==> src/rtl/fpsf_pkg.sv <==
// Constants, encodings and types of the float status and feature registers
package fpsf_pkg;

    // Register width and system-register encoding field widths
    localparam int unsigned FPSF_DW    = 32;
    localparam int unsigned FPSF_OP0_W = 2;
    localparam int unsigned FPSF_OP1_W = 3;
    localparam int unsigned FPSF_CRN_W = 4;
    localparam int unsigned FPSF_CRM_W = 4;
    localparam int unsigned FPSF_OP2_W = 3;
    localparam int unsigned FPSF_EL_W  = 2;

    // Encoding shared by the control and status registers
    localparam logic [1:0] FPSF_CS_OP0 = 2'h3;
    localparam logic [2:0] FPSF_CS_OP1 = 3'h3;
    localparam logic [3:0] FPSF_CS_CRN = 4'h4;
    localparam logic [3:0] FPSF_CS_CRM = 4'h4;
    localparam logic [2:0] FPSF_CTRL_OP2 = 3'h0;
    localparam logic [2:0] FPSF_STAT_OP2 = 3'h1;

    // Encoding shared by the three feature-identification registers
    localparam logic [1:0] FPSF_ID_OP0 = 2'h3;
    localparam logic [2:0] FPSF_ID_OP1 = 3'h0;
    localparam logic [3:0] FPSF_ID_CRN = 4'h0;
    localparam logic [3:0] FPSF_ID_CRM = 4'h3;
    localparam logic [2:0] FPSF_ID0_OP2 = 3'h0;
    localparam logic [2:0] FPSF_ID1_OP2 = 3'h1;
    localparam logic [2:0] FPSF_ID2_OP2 = 3'h2;

    // Least privileged exception level
    localparam logic [1:0] FPSF_EL_USER = 2'h0;

    // Status register layout
    localparam int unsigned FPSF_NZCV_HI = 31;
    localparam int unsigned FPSF_NZCV_LO = 28;
    localparam int unsigned FPSF_NSTICKY = 7;
    // Sticky positions: invalid, div0, overflow, underflow, inexact,
    // input denormal, saturation (index order of the event vector)
    localparam int unsigned FPSF_STICKY_POS [FPSF_NSTICKY] =
        '{0, 1, 2, 3, 4, 7, 27};
    localparam logic [31:0] FPSF_STAT_MASK  = 32'hf800009f;
    localparam logic [31:0] FPSF_STAT_RESET = 32'h00000000;
    localparam logic [31:0] FPSF_CTRL_RESET = 32'h00000000;

    // Feature register 0 fields
    localparam logic [3:0] FPSF_ROUNDING_SUPPORT      = 4'h1;
    localparam logic [3:0] FPSF_SHORT_VECTOR_SUPPORT  = 4'h0;
    localparam logic [3:0] FPSF_SQUARE_ROOT_SUPPORT   = 4'h1;
    localparam logic [3:0] FPSF_DIVIDE_SUPPORT        = 4'h1;
    localparam logic [3:0] FPSF_TRAP_SUPPORT          = 4'h0;
    localparam logic [3:0] FPSF_DOUBLE_PREC_SUPPORT   = 4'h2;
    localparam logic [3:0] FPSF_SINGLE_PREC_SUPPORT   = 4'h2;
    localparam logic [3:0] FPSF_VECTOR_BANK_SUPPORT   = 4'h2;

    // Feature register 1 fields
    localparam logic [3:0] FPSF_FUSED_MAC_SUPPORT     = 4'h1;
    localparam logic [3:0] FPSF_SCALAR_HALF_SUPPORT   = 4'h3;
    localparam logic [3:0] FPSF_VECTOR_HALF_SUPPORT   = 4'h2;
    localparam logic [3:0] FPSF_VECTOR_SINGLE_SUPPORT = 4'h1;
    localparam logic [3:0] FPSF_VECTOR_INT_SUPPORT    = 4'h1;
    localparam logic [3:0] FPSF_VECTOR_LDST_SUPPORT   = 4'h1;
    localparam logic [3:0] FPSF_NAN_PROP_SUPPORT      = 4'h1;
    localparam logic [3:0] FPSF_DENORMAL_SUPPORT      = 4'h1;

    // Feature register 2 fields
    localparam logic [23:0] FPSF_ID2_RESERVED          = 24'h000000;
    localparam logic [3:0]  FPSF_SCALAR_MISC_SUPPORT   = 4'h4;
    localparam logic [3:0]  FPSF_VECTOR_MISC_SUPPORT   = 4'h3;

    // Register selected by a decoded access
    typedef enum logic [2:0] {
        FPSF_SEL_NONE,
        FPSF_SEL_CTRL,
        FPSF_SEL_STAT,
        FPSF_SEL_ID0,
        FPSF_SEL_ID1,
        FPSF_SEL_ID2
    } fpsf_sel_t;

endpackage

==> src/rtl/fpsf_regs.sv <==
// Float control, status and feature-identification system registers
//
// Summary of operation
// Control decoded at 11/011/0100/0100/000, read-write at every level.
// Status decoded at 11/011/0100/0100/001, read-write at every level.
// Status 31:28 take 32-bit-state compares; 64-bit ones set flags.
// Status bit 27 sticks on vector saturation until software writes zero.
// Status bit 7 sticks on input-denormal exception until written zero.
// Status bit 4 sticks on inexact exception until written zero.
// Status bit 3 sticks on underflow exception until written zero.
// Status bit 2 sticks on overflow exception until written zero.
// Status bit 1 sticks on divide-by-zero exception until written zero.
// Status bit 0 sticks on invalid-operation exception until written zero.
// Legacy combined view shares storage with control and status fields.
// Feature 0: rounding 0x1 in 31:28, short vectors 0x0 in 27:24.
// Feature 0: square root 0x1 in 23:20, divide 0x1 in 19:16.
// Feature 0: exception trapping 0x0 in 15:12.
// Feature 0: 0x2 in 11:8, 7:4 and 3:0.
// Feature 0 read-only at 11/000/0000/0011/000, no access at level 0.
// Feature 1: 1 in 31:28, 3 in 27:24, 2 in 23:20.
// Feature 1: 1 in 19:16, 15:12 and 11:8.
// Feature 1: 1 in 7:4 and 1 in 3:0.
// Feature 1 read-only at 11/000/0000/0011/001, no access at level 0.
// Feature 2: 0x4 in 7:4, bits 31:8 read zero.
// Feature 2: 0x3 in 3:0.
// Reserved status bits read zero; stickies set on event cycles or by a write of one.
// Feature registers ignore writes and are fixed constants.
`timescale 1ns/1ps

module fpsf_regs
    import fpsf_pkg::*;
(
    // Clock and reset
    input  wire logic                         CLK,
    input  wire logic                         RST,
    // System-register move request
    input  wire logic                         SYS_REQ,
    input  wire logic                         SYS_WRITE,
    input  wire logic [fpsf_pkg::FPSF_OP0_W-1:0] SYS_OP0,
    input  wire logic [fpsf_pkg::FPSF_OP1_W-1:0] SYS_OP1,
    input  wire logic [fpsf_pkg::FPSF_CRN_W-1:0] SYS_CRN,
    input  wire logic [fpsf_pkg::FPSF_CRM_W-1:0] SYS_CRM,
    input  wire logic [fpsf_pkg::FPSF_OP2_W-1:0] SYS_OP2,
    input  wire logic [fpsf_pkg::FPSF_EL_W-1:0]  SYS_EL,
    input  wire logic [fpsf_pkg::FPSF_DW-1:0]    SYS_WDATA,
    // System-register move answer
    output logic                              SYS_ACK,
    output logic                              SYS_UNDEF,
    output logic [fpsf_pkg::FPSF_DW-1:0]      SYS_RDATA,
    // Legacy combined-view write port
    input  wire logic                         LEGACY_WR,
    input  wire logic [fpsf_pkg::FPSF_DW-1:0] LEGACY_WDATA,
    // Comparison results from the float unit
    input  wire logic                         CMP_VALID,
    input  wire logic                         CMP_STATE32,
    input  wire logic [3:0]                   CMP_NZCV,
    // Exception and saturation events, one-cycle pulses
    input  wire logic [fpsf_pkg::FPSF_NSTICKY-1:0] STICKY_EVENT,
    // Register contents and condition-flag update
    output logic [fpsf_pkg::FPSF_DW-1:0]      FLOAT_CONTROL_REG,
    output logic [fpsf_pkg::FPSF_DW-1:0]      FLOAT_STATUS_REG,
    output logic                              COND_FLAGS_WE,
    output logic [3:0]                        COND_FLAGS
);
    import fpsf_pkg::*;

    // Decode of the five-field encoding into a register select
    function automatic fpsf_sel_t decode_sel(
        input logic [1:0] op0,
        input logic [2:0] op1,
        input logic [3:0] crn,
        input logic [3:0] crm,
        input logic [2:0] op2
    );
        logic cs_grp;
        logic id_grp;
        cs_grp = (op0 == FPSF_CS_OP0) && (op1 == FPSF_CS_OP1) &&
                 (crn == FPSF_CS_CRN) && (crm == FPSF_CS_CRM);
        id_grp = (op0 == FPSF_ID_OP0) && (op1 == FPSF_ID_OP1) &&
                 (crn == FPSF_ID_CRN) && (crm == FPSF_ID_CRM);
        decode_sel = FPSF_SEL_NONE;
        if (cs_grp && op2 == FPSF_CTRL_OP2) begin
            decode_sel = FPSF_SEL_CTRL;
        end else if (cs_grp && op2 == FPSF_STAT_OP2) begin
            decode_sel = FPSF_SEL_STAT;
        end else if (id_grp && op2 == FPSF_ID0_OP2) begin
            decode_sel = FPSF_SEL_ID0;
        end else if (id_grp && op2 == FPSF_ID1_OP2) begin
            decode_sel = FPSF_SEL_ID1;
        end else if (id_grp && op2 == FPSF_ID2_OP2) begin
            decode_sel = FPSF_SEL_ID2;
        end
    endfunction

    // Fixed feature words; wires, so no reset or write can reach them
    logic [31:0] feature_id_zero;
    logic [31:0] feature_id_one;
    logic [31:0] feature_id_two;

    // rounding, short vectors
    // square root, divide
    // no trapping
    // precision and bank
    assign feature_id_zero = {FPSF_ROUNDING_SUPPORT,
                              FPSF_SHORT_VECTOR_SUPPORT,
                              FPSF_SQUARE_ROOT_SUPPORT,
                              FPSF_DIVIDE_SUPPORT,
                              FPSF_TRAP_SUPPORT,
                              FPSF_DOUBLE_PREC_SUPPORT,
                              FPSF_SINGLE_PREC_SUPPORT,
                              FPSF_VECTOR_BANK_SUPPORT};
    // mac and half precision
    // vector single, integer, ldst
    // nan and denormal
    assign feature_id_one = {FPSF_FUSED_MAC_SUPPORT,
                             FPSF_SCALAR_HALF_SUPPORT,
                             FPSF_VECTOR_HALF_SUPPORT,
                             FPSF_VECTOR_SINGLE_SUPPORT,
                             FPSF_VECTOR_INT_SUPPORT,
                             FPSF_VECTOR_LDST_SUPPORT,
                             FPSF_NAN_PROP_SUPPORT,
                             FPSF_DENORMAL_SUPPORT};
    // misc and reserved zero
    // vector misc value
    assign feature_id_two = {FPSF_ID2_RESERVED,
                             FPSF_SCALAR_MISC_SUPPORT,
                             FPSF_VECTOR_MISC_SUPPORT};

    // State
    logic [31:0] ctrl_q;
    logic [31:0] ctrl_d;
    logic [31:0] stat_q;
    logic [31:0] stat_d;
    logic        ack_q;
    logic        undef_q;
    logic [31:0] rdata_q;
    logic        cond_we_q;
    logic [3:0]  cond_q;

    // Access decode
    fpsf_sel_t   sel;
    logic        user_level;
    logic        id_sel;
    logic        access_ok;
    logic        ctrl_wr;
    logic        stat_wr;
    logic [31:0] read_word;

    assign sel = decode_sel(SYS_OP0, SYS_OP1, SYS_CRN, SYS_CRM, SYS_OP2);
    assign user_level = (SYS_EL == FPSF_EL_USER);
    assign id_sel = (sel == FPSF_SEL_ID0) || (sel == FPSF_SEL_ID1) ||
                    (sel == FPSF_SEL_ID2);

    // control open at all levels
    // status open at all levels
    // feature 0 refused at level 0
    // feature 1 refused at level 0
    // feature writes refused
    assign access_ok = (sel == FPSF_SEL_CTRL) || (sel == FPSF_SEL_STAT) ||
                       (id_sel && !user_level && !SYS_WRITE);

    assign ctrl_wr = SYS_REQ && SYS_WRITE && (sel == FPSF_SEL_CTRL);
    assign stat_wr = SYS_REQ && SYS_WRITE && (sel == FPSF_SEL_STAT);

    always_comb begin
        read_word = 32'h00000000;
        unique case (sel)
            FPSF_SEL_NONE: read_word = 32'h00000000;
            FPSF_SEL_CTRL: read_word = ctrl_q;
            FPSF_SEL_STAT: read_word = stat_q;
            FPSF_SEL_ID0:  read_word = feature_id_zero;
            FPSF_SEL_ID1:  read_word = feature_id_one;
            FPSF_SEL_ID2:  read_word = feature_id_two;
            default:       read_word = 32'h00000000;
        endcase
    end

    // Control storage: a system write beats a legacy write in one cycle.
    // The legacy view only owns the bits outside the status field set.
    // shared control storage
    assign ctrl_d = ctrl_wr   ? SYS_WDATA :
                    LEGACY_WR ? ((ctrl_q & FPSF_STAT_MASK) |
                                 (LEGACY_WDATA & ~FPSF_STAT_MASK)) :
                                ctrl_q;

    // Software base value of the status word before hardware updates
    logic [31:0] stat_sw;
    logic [31:0] stat_cmp;
    logic        cmp32;
    logic        cmp64;

    // shared status storage
    // reserved bits masked off
    assign stat_sw = stat_wr   ? (SYS_WDATA & FPSF_STAT_MASK) :
                     LEGACY_WR ? (LEGACY_WDATA & FPSF_STAT_MASK) :
                                 stat_q;

    // compare flag routing
    assign cmp32 = CMP_VALID && CMP_STATE32;
    assign cmp64 = CMP_VALID && !CMP_STATE32;

    // A compare landing with a software write keeps the compare result
    assign stat_cmp = cmp32 ?
        {CMP_NZCV, stat_sw[FPSF_NZCV_LO-1:0]} : stat_sw;

    // Sticky bits: the event of the cycle wins over a write of zero,
    // so no exception reported in the write cycle is lost.
    genvar gi;
    generate
        for (gi = 0; gi < FPSF_NSTICKY; gi++) begin : g_sticky
            localparam int unsigned P = FPSF_STICKY_POS[gi];
            // sticky set or hold
            // set on event cycle or by a write of one
            assign stat_d[P] = stat_cmp[P] | STICKY_EVENT[gi];
        end
    endgenerate

    // Non-sticky bits follow the compare and software path
    genvar gb;
    generate
        for (gb = 0; gb < FPSF_DW; gb++) begin : g_plain
            if (gb != 0 && gb != 1 && gb != 2 && gb != 3 && gb != 4 &&
                gb != 7 && gb != 27) begin : g_bit
                // reserved stay zero
                assign stat_d[gb] = stat_cmp[gb] & FPSF_STAT_MASK[gb];
            end
        end
    endgenerate

    // Register updates
    always_ff @(posedge CLK or posedge RST) begin
        if (RST) begin
            ctrl_q <= FPSF_CTRL_RESET;
            stat_q <= FPSF_STAT_RESET;
        end else begin
            ctrl_q <= ctrl_d;
            stat_q <= stat_d;
        end
    end

    // Answer: one cycle after the request, for exactly one cycle
    always_ff @(posedge CLK or posedge RST) begin
        if (RST) begin
            ack_q   <= 1'b0;
            undef_q <= 1'b0;
            rdata_q <= 32'h00000000;
        end else begin
            ack_q   <= SYS_REQ;
            undef_q <= SYS_REQ && !access_ok;
            rdata_q <= (SYS_REQ && !SYS_WRITE && access_ok) ?
                       read_word : 32'h00000000;
        end
    end

    // 64-bit compares to condition flags
    always_ff @(posedge CLK or posedge RST) begin
        if (RST) begin
            cond_we_q <= 1'b0;
            cond_q    <= 4'h0;
        end else begin
            cond_we_q <= cmp64;
            cond_q    <= cmp64 ? CMP_NZCV : cond_q;
        end
    end

    assign SYS_ACK           = ack_q;
    assign SYS_UNDEF         = undef_q;
    assign SYS_RDATA         = rdata_q;
    assign FLOAT_CONTROL_REG = ctrl_q;
    assign FLOAT_STATUS_REG  = stat_q;
    assign COND_FLAGS_WE     = cond_we_q;
    assign COND_FLAGS        = cond_q;

endmodule

==> config.mk <==
export PLATFORM = sky130hd
export DESIGN_NAME = fpsf_regs
export DESIGN_NICKNAME = d
export VERILOG_FILES = /design/src/rtl/fpsf_pkg.sv /design/src/rtl/fpsf_regs.sv
export SDC_FILE = /design/constraint.sdc
export NUM_CORES = 1
export LEC_CHECK = 0
export BUFFER_PORTS_ARGS = -buffer_cell sky130_fd_sc_hd__buf_2
export CELL_PAD_IN_SITES_DETAIL_PLACEMENT = 1
export CELL_PAD_IN_SITES_GLOBAL_PLACEMENT = 1
export CORE_MARGIN = 4
export CORE_UTILIZATION = 35
export CTS_CLUSTER_DIAMETER = 50
export DETAILED_ROUTE_END_ITERATION = 10
export PLACE_DENSITY_LB_ADDON = 0.25
export SLEW_MARGIN = 40
export SYNTH_ARGS = -nofsm -noshare
export SYNTH_HDL_FRONTEND = slang
export SYNTH_SLANG_ARGS = --single-unit
==> constraint.sdc <==
create_clock -name CLK -period 2.48 [get_ports CLK]
set_input_delay 0 -clock CLK [delete_from_list [all_inputs] [get_ports CLK]]
set_output_delay 0 -clock CLK [all_outputs]
set_load 0.03 [all_outputs]
# Word level (Yosys, flattened, before mapping)
# Index checks and enable logic that the tools add are counted.
[word_totals]
register_bits = 82
input_bits = 100
out_inout_bits = 103
wordCells = 75
[op_classes]
eq_ne = 12
muxes = 12
bitwise = 8
n_reduce_logical = 35
[op_table]
columns = ["op", "count"]
rows = [
  ["$mux 32", 6],
  ["$pmux 32 s5", 1],
  ["$or 32x27->32", 1],
  ["$logic_and 1x1->1", 21],
  ["$mux 3", 5],
  ["$eq 3x2->1 const B", 4],
  ["$eq 4x3->1 const B", 2],
  ["$or 1x1->1", 7],
  ["$eq 3x1->1 const B", 2],
  ["$eq 3x3->1 const B", 2],
  ["$logic_not 3->1", 2],
  ["$eq 4x2->1 const B", 1],
  ["$logic_not 1->1", 4],
  ["$logic_not 4->1", 1],
  ["$logic_or 1x1->1", 4],
  ["$reduce_bool 3->1", 1],
  ["$eq 2x2->1 const B", 1],
  ["$logic_not 2->1", 1],
  ["$reduce_bool 2->1", 1],
]

# Longest topological paths before layout
[depth]
depth_word = 18
depth_mapped = 7
ltp_nobuf = 4

# Worst setup path after synthesis
# No wires, ideal clock.
[synth_path]
path_kind = "in2reg"
from = "input SYS_CRN[0] (netlist name)"
to = "register ctrl_q[0], in the netlist FLOAT_CONTROL_REG[0]"
setup_time_ns = 0.125
t_arrival_ns = 1.544
required_time_ns = 2.355
slack_ns = 0.811
cell_stages = 5
path_buffers = 1
path_cell_list = "or4_4 > nor4_4 > nand4_4 > buf_6 > mux2_4"
[synth_between]
elab_chain_cells = 12
elab_cells_between_ends = 20
classes_between = "eq/ne (2); mux (6); reduce/logical (12)"
[synth_rtl]
columns = ["item", "line", "text"]
rows = [
  ["start, declared", "fpsf_regs.sv:41", "input wire logic [fpsf_pkg::FPSF_CRN_W-1:0] SYS_CRN,"],
  ["$logic_not 4->1", "fpsf_regs.sv:80", "(crn == FPSF_ID_CRN) && (crm == FPSF_ID_CRM);"],
  ["$logic_and 1x1->1", "fpsf_regs.sv:79", "id_grp = (op0 == FPSF_ID_OP0) && (op1 == FPSF_ID_OP1) &&"],
  ["$logic_and 1x1->1", "fpsf_regs.sv:80", ""],
  ["$logic_and 1x1->1", "fpsf_regs.sv:90", "end else if (id_grp && op2 == FPSF_ID2_OP2) begin"],
  ["$mux 3", "fpsf_regs.sv:90", ""],
  ["$mux 3", "fpsf_regs.sv:88", "end else if (id_grp && op2 == FPSF_ID1_OP2) begin"],
  ["$mux 3", "fpsf_regs.sv:86", "end else if (id_grp && op2 == FPSF_ID0_OP2) begin"],
  ["$mux 3", "fpsf_regs.sv:84", "end else if (cs_grp && op2 == FPSF_STAT_OP2) begin"],
  ["$mux 3 *", "fpsf_regs.sv:82", "if (cs_grp && op2 == FPSF_CTRL_OP2) begin"],
  ["$eq 3x1->1 *", "fpsf_regs.sv:162", "assign ctrl_wr = SYS_REQ && SYS_WRITE && (sel == FPSF_SEL_CTRL);"],
  ["$logic_and 1x1->1 *", "fpsf_regs.sv:162", ""],
  ["$mux 32 or $reduce_bool 2->1 (tied branches)", "n/a", ""],
  ["end signal, assigned", "fpsf_regs.sv:236", "ctrl_q <= ctrl_d;"],
  ["end, declared", "fpsf_regs.sv:130", "logic [31:0] ctrl_q;"],
]
# Mark *: on every way between the ends. The rest lies on a longest branch, timed or not.
# A chain may end at the register's enable or synchronous reset.

# Worst setup path after layout
[layout_path]
from = "input SYS_CRN[0] (netlist name)"
to = "register stat_q[2], in the netlist FLOAT_STATUS_REG[2]"
[layout_between]
elab_chain_cells = 14
elab_cells_between_ends = 21
classes_between = "eq/ne (2); mux (7); bitwise (1); reduce/logical (11)"
[layout_rtl]
columns = ["item", "line", "text"]
rows = [
  ["$logic_not 4->1", "fpsf_regs.sv:80", ""],
  ["$logic_and 1x1->1", "fpsf_regs.sv:79", ""],
  ["$logic_and 1x1->1", "fpsf_regs.sv:80", ""],
  ["$logic_and 1x1->1", "fpsf_regs.sv:90", ""],
  ["$mux 3", "fpsf_regs.sv:90", ""],
  ["$mux 3", "fpsf_regs.sv:88", ""],
  ["$mux 3", "fpsf_regs.sv:86", ""],
  ["$mux 3", "fpsf_regs.sv:84", ""],
  ["$mux 3 *", "fpsf_regs.sv:82", ""],
  ["$eq 3x2->1 *", "fpsf_regs.sv:163", "assign stat_wr = SYS_REQ && SYS_WRITE && (sel == FPSF_SEL_STAT);"],
  ["$logic_and 1x1->1 *", "fpsf_regs.sv:163", ""],
  ["$mux 32 *", "fpsf_regs.sv:194", "assign stat_sw = stat_wr ? (SYS_WDATA & FPSF_STAT_MASK) :"],
  ["$mux 32 *", "fpsf_regs.sv:203", "assign stat_cmp = cmp32 ?"],
  ["$or 1x1->1 *", "fpsf_regs.sv:214", "assign stat_d[P] = stat_cmp[P] | STICKY_EVENT[gi];"],
  ["net stat_d[2]", "fpsf_regs.sv:133", "logic [31:0] stat_d;"],
  ["end signal, assigned", "fpsf_regs.sv:237", "stat_q <= stat_d;"],
  ["end, declared", "fpsf_regs.sv:132", "logic [31:0] stat_q;"],
]
# The timed path passes the listed nets; every way through them passes the cells marked *.

==> results.cfg <==
[global_route]
grt_pass1_vias = 3887
overflow = 0
groute.usage.overall_pct = 19.9
antenna_found_initial = 0
grt_pass1_wl_um = 20600
grt_start_max_net_pins = 44

[place]
portBuffers = 181
hpwl_um = 9270
gp_congestion = 0.841
placed_cells = 643

[worst_setup_path]
path_cells = buf_2 -> nor4_1 -> nand3_1 -> nor4_1 -> o21bai_1 -> dlygate4sd3_1
criticalPathCategory = in -> reg
required_ns = 2.69
arrival_ns = 2.20
cp_slowest_stage_delay_ns = 0.58
slowest_stage = dlygate4sd3_1
startpoint_type = input pin
r2r-start = FLOAT_STATUS_REG[27]
crit_top_cell = nor4_1
cp_max_fo = 12
worstSetupEndpointType = flop
crit_start = SYS_CRN[0]

[floorplan]
die_area_um2 = 13400
die_height_um = 116
start_util_pct = 35.7
rows = 39
coreArea_um2 = 11400
die_width_um = 116
ios = 203

[yosys]
ys_top_cells_by_area = dfrtp_1 (50%), mux2_4 (11%), mux2_2 (10%), buf_4 (3.9%), a21oi_1 (2.7%)
syn_area_um2 = 4080
ys_ff_latch = 82
yosysWarningCount = 0
avgSynthCellArea_um2 = 12.3
synthCells = 331
synth_cell_types = 43
synth_largest_area_cell = dfrtp_1
netlist.area_leader.share_pct = 50.3
yosysSeqAreaShare_pct = 50.3

[timing]
fin_worst_skew_ns = 0.00651
grt_setup_unrepaired = false
fin_tns_setup_ns = 0
fmax_mhz = 502
max_slew.worst_pin.slew_ns = 0.720
period_share_pct = 80.4
post-route-min-period_ns = 1.99
setup_violations = 0
drv_slew = 0
hold_viol = 0
slew_headroom_pct = 51.9

[clocking]
worstSkewPairLatency_ns = 0.33
cts_tree = built
cts_setup_buffers = 0
numClockSinks = 82
cts_resized = 0
clk_pin_slew_ns = 0.07
cts_buffers = 9
root_buffer = clkbuf_16
ctsHoldBuffers = 52
h-tree-depth = 3
clk_path_buf_depth = 2

[routing]
avgRoutedWirePerCell_um = 18.7
drtPass1Iterations = 4
routed_wirelength_um = 13300
drt_iter0_markers = 221
antenna_left = 0
drc = 0
drt-vias-per-instance = 4.90
vias = 3481

[power_and_ir_drop]
pwr-share-clk_pct = 42.6
power_switching_w = 0.000946
p_leak_nw = 3.01
switching_share_pct = 26.2
p_per_area_nw_per_um2 = 609
ir_drop_uv = 336
p_int_w = 0.00267
pwr-share-comb_pct = 17.4
seqPwrFrac_pct = 40.1

[min_path]
min_from = LEGACY_WDATA[20]
holdCritPathClass = in -> reg

[final_layout]
regArea_um2 = 2050
syn_to_final_growth_pct = 45.4
multi_input_area_um2 = 1830
diodes = 0
layout.nets = 663
instances_no_fill = 711
fillers = 1269
layout-drive-gt1-share_pct = 49.8

[job]
maxCapViolations = 0

[outcome]
status = finished clean
critical path, delay by kind of cell:
kind	cells	cell delay, ns
AOI/OAI and AO/OA	1	0.12
buffers and inverters	2	0.69
and+or+nand+nor	3	1.39
final cells by class:
class	instances	share of cell area, %
inverter	4	0.274
sequential	82	34.6
multi-input combinational	224	30.9
timing repair buffer	242	25.4
tap	143	3.02
clock buffer	10	3.86
clock inverter	6	1.92
cell usage in the layout (no fill, tap or decap), types with 4 or more instances in the layout:
cell / count
conb_1: 21
o31ai_1: 4
and2_1: 12
a21oi_1: 22
clkbuf_16: 9
o21bai_1: 7
mux2_2: 38
dlygate4sd3_1: 52
nand2_1: 7
nand3_1: 12
mux2_4: 30
dfrtp_1: 82
nor3_2: 4
nor4_1: 12
nor2_1: 13
nor3_1: 5
mux2i_1: 7
buf_2: 180
buf_4: 9
kinds of logic after synthesis:
kind of cell / share of synthesized area, %
flops: 50.3
simple gates: 12.9
buf+inv: 6.72
other cells: 0.0920
mux: 23.3
compound gates: 6.72
through the flow:
| stage | setup WS, ns | hold slack, ns | total power [W] | cell area, um^2 | util (%) |
|---|---|---|---|---|---|
| detailed placement | 0.484 | 0.135 | 0.00203 | 5060 | 44.4 |
| global placement | 0.569 | 0.127 | 0.00202 | 5060 | 44.4 |
| finish | 0.487 | 0.0253 | 0.00361 | 5930 | 51.9 |
| global route | 0.231 | 0.0249 | 0.00376 | 5930 | 51.9 |
| floorplan | 0.372 | 0.0314 | 0.00185 | 4150 | - |
| CTS | 0.533 | 0.0153 | 0.00364 | 5930 | 51.9 |
path summary, 6_finish.rpt:
path,endpoint,slack [ns],depth (start not counted)
worst max-delay path,FLOAT_STATUS_REG[2],0.49,6
worst min-delay path,FLOAT_CONTROL_REG[20],0.03,3
worst max register to register,FLOAT_STATUS_REG[27],0.87,4
worst min register to register,SYS_RDATA[18],0.50,1
max in group asynchronous,FLOAT_CONTROL_REG[27],1.47,4
min in group asynchronous,FLOAT_CONTROL_REG[11],0.32,3
routing by layer:
metal / vias to the layer above / GRT usage (%) / wire length (um)
met4: 0 / 6.03 / 149
met2: 148 / 33.9 / 6480
li1: 1609 / - / -
met1: 1712 / 24.9 / 5540
met3: 12 / 4.96 / 1100
met5: - / 0 / 0
cells in the mapped netlist (all sizes together):
library cell,instances
o2111ai,1
o21ai,1
a31oi,3
mux2i,7
nand4,3
o211ai,1
o41ai,1
nand2b,3
or4b,1
nand2,7
o21bai,7
o31ai,4
dfrtp,82
or2,1
and2,12
nand3,12
or3,1
nor2b,1
a32oi,1
nor3,9
buf,28
nand4b,2
nand4bb,1
nor4,13
or4,1
a21boi,1
inv,4
a221oi,1
conb,1
clkbuf,13
nor4bb,1
nor2,13
and3,3
nor4b,1
mux2,68
a21oi,22
flip-flops by register name (all words and copies together) (netlist names):
signal and cells:
COND_FLAGS 4, COND_FLAGS_WE 1, FLOAT_CONTROL_REG 32, FLOAT_STATUS_REG 11
SYS_ACK 1, SYS_RDATA 32, SYS_UNDEF 1
power by group through the flow:
| stage | Clock [W] | Combinational [W] | Sequential (W) |
|---|---|---|---|
| 2_1_floorplan | 0 | 0.000264 | 0.00158 |
| 3_3_place_gp | 0 | 0.000551 | 0.00147 |
| 3_5_place_dp | 0 | 0.000560 | 0.00147 |
| 4_1_cts | 0.00157 | 0.000627 | 0.00145 |
| 5_1_grt | 0.00163 | 0.000675 | 0.00146 |
| 6_report | 0.00154 | 0.000627 | 0.00145 |
Note: power is estimated with default switching activity, not from simulation.
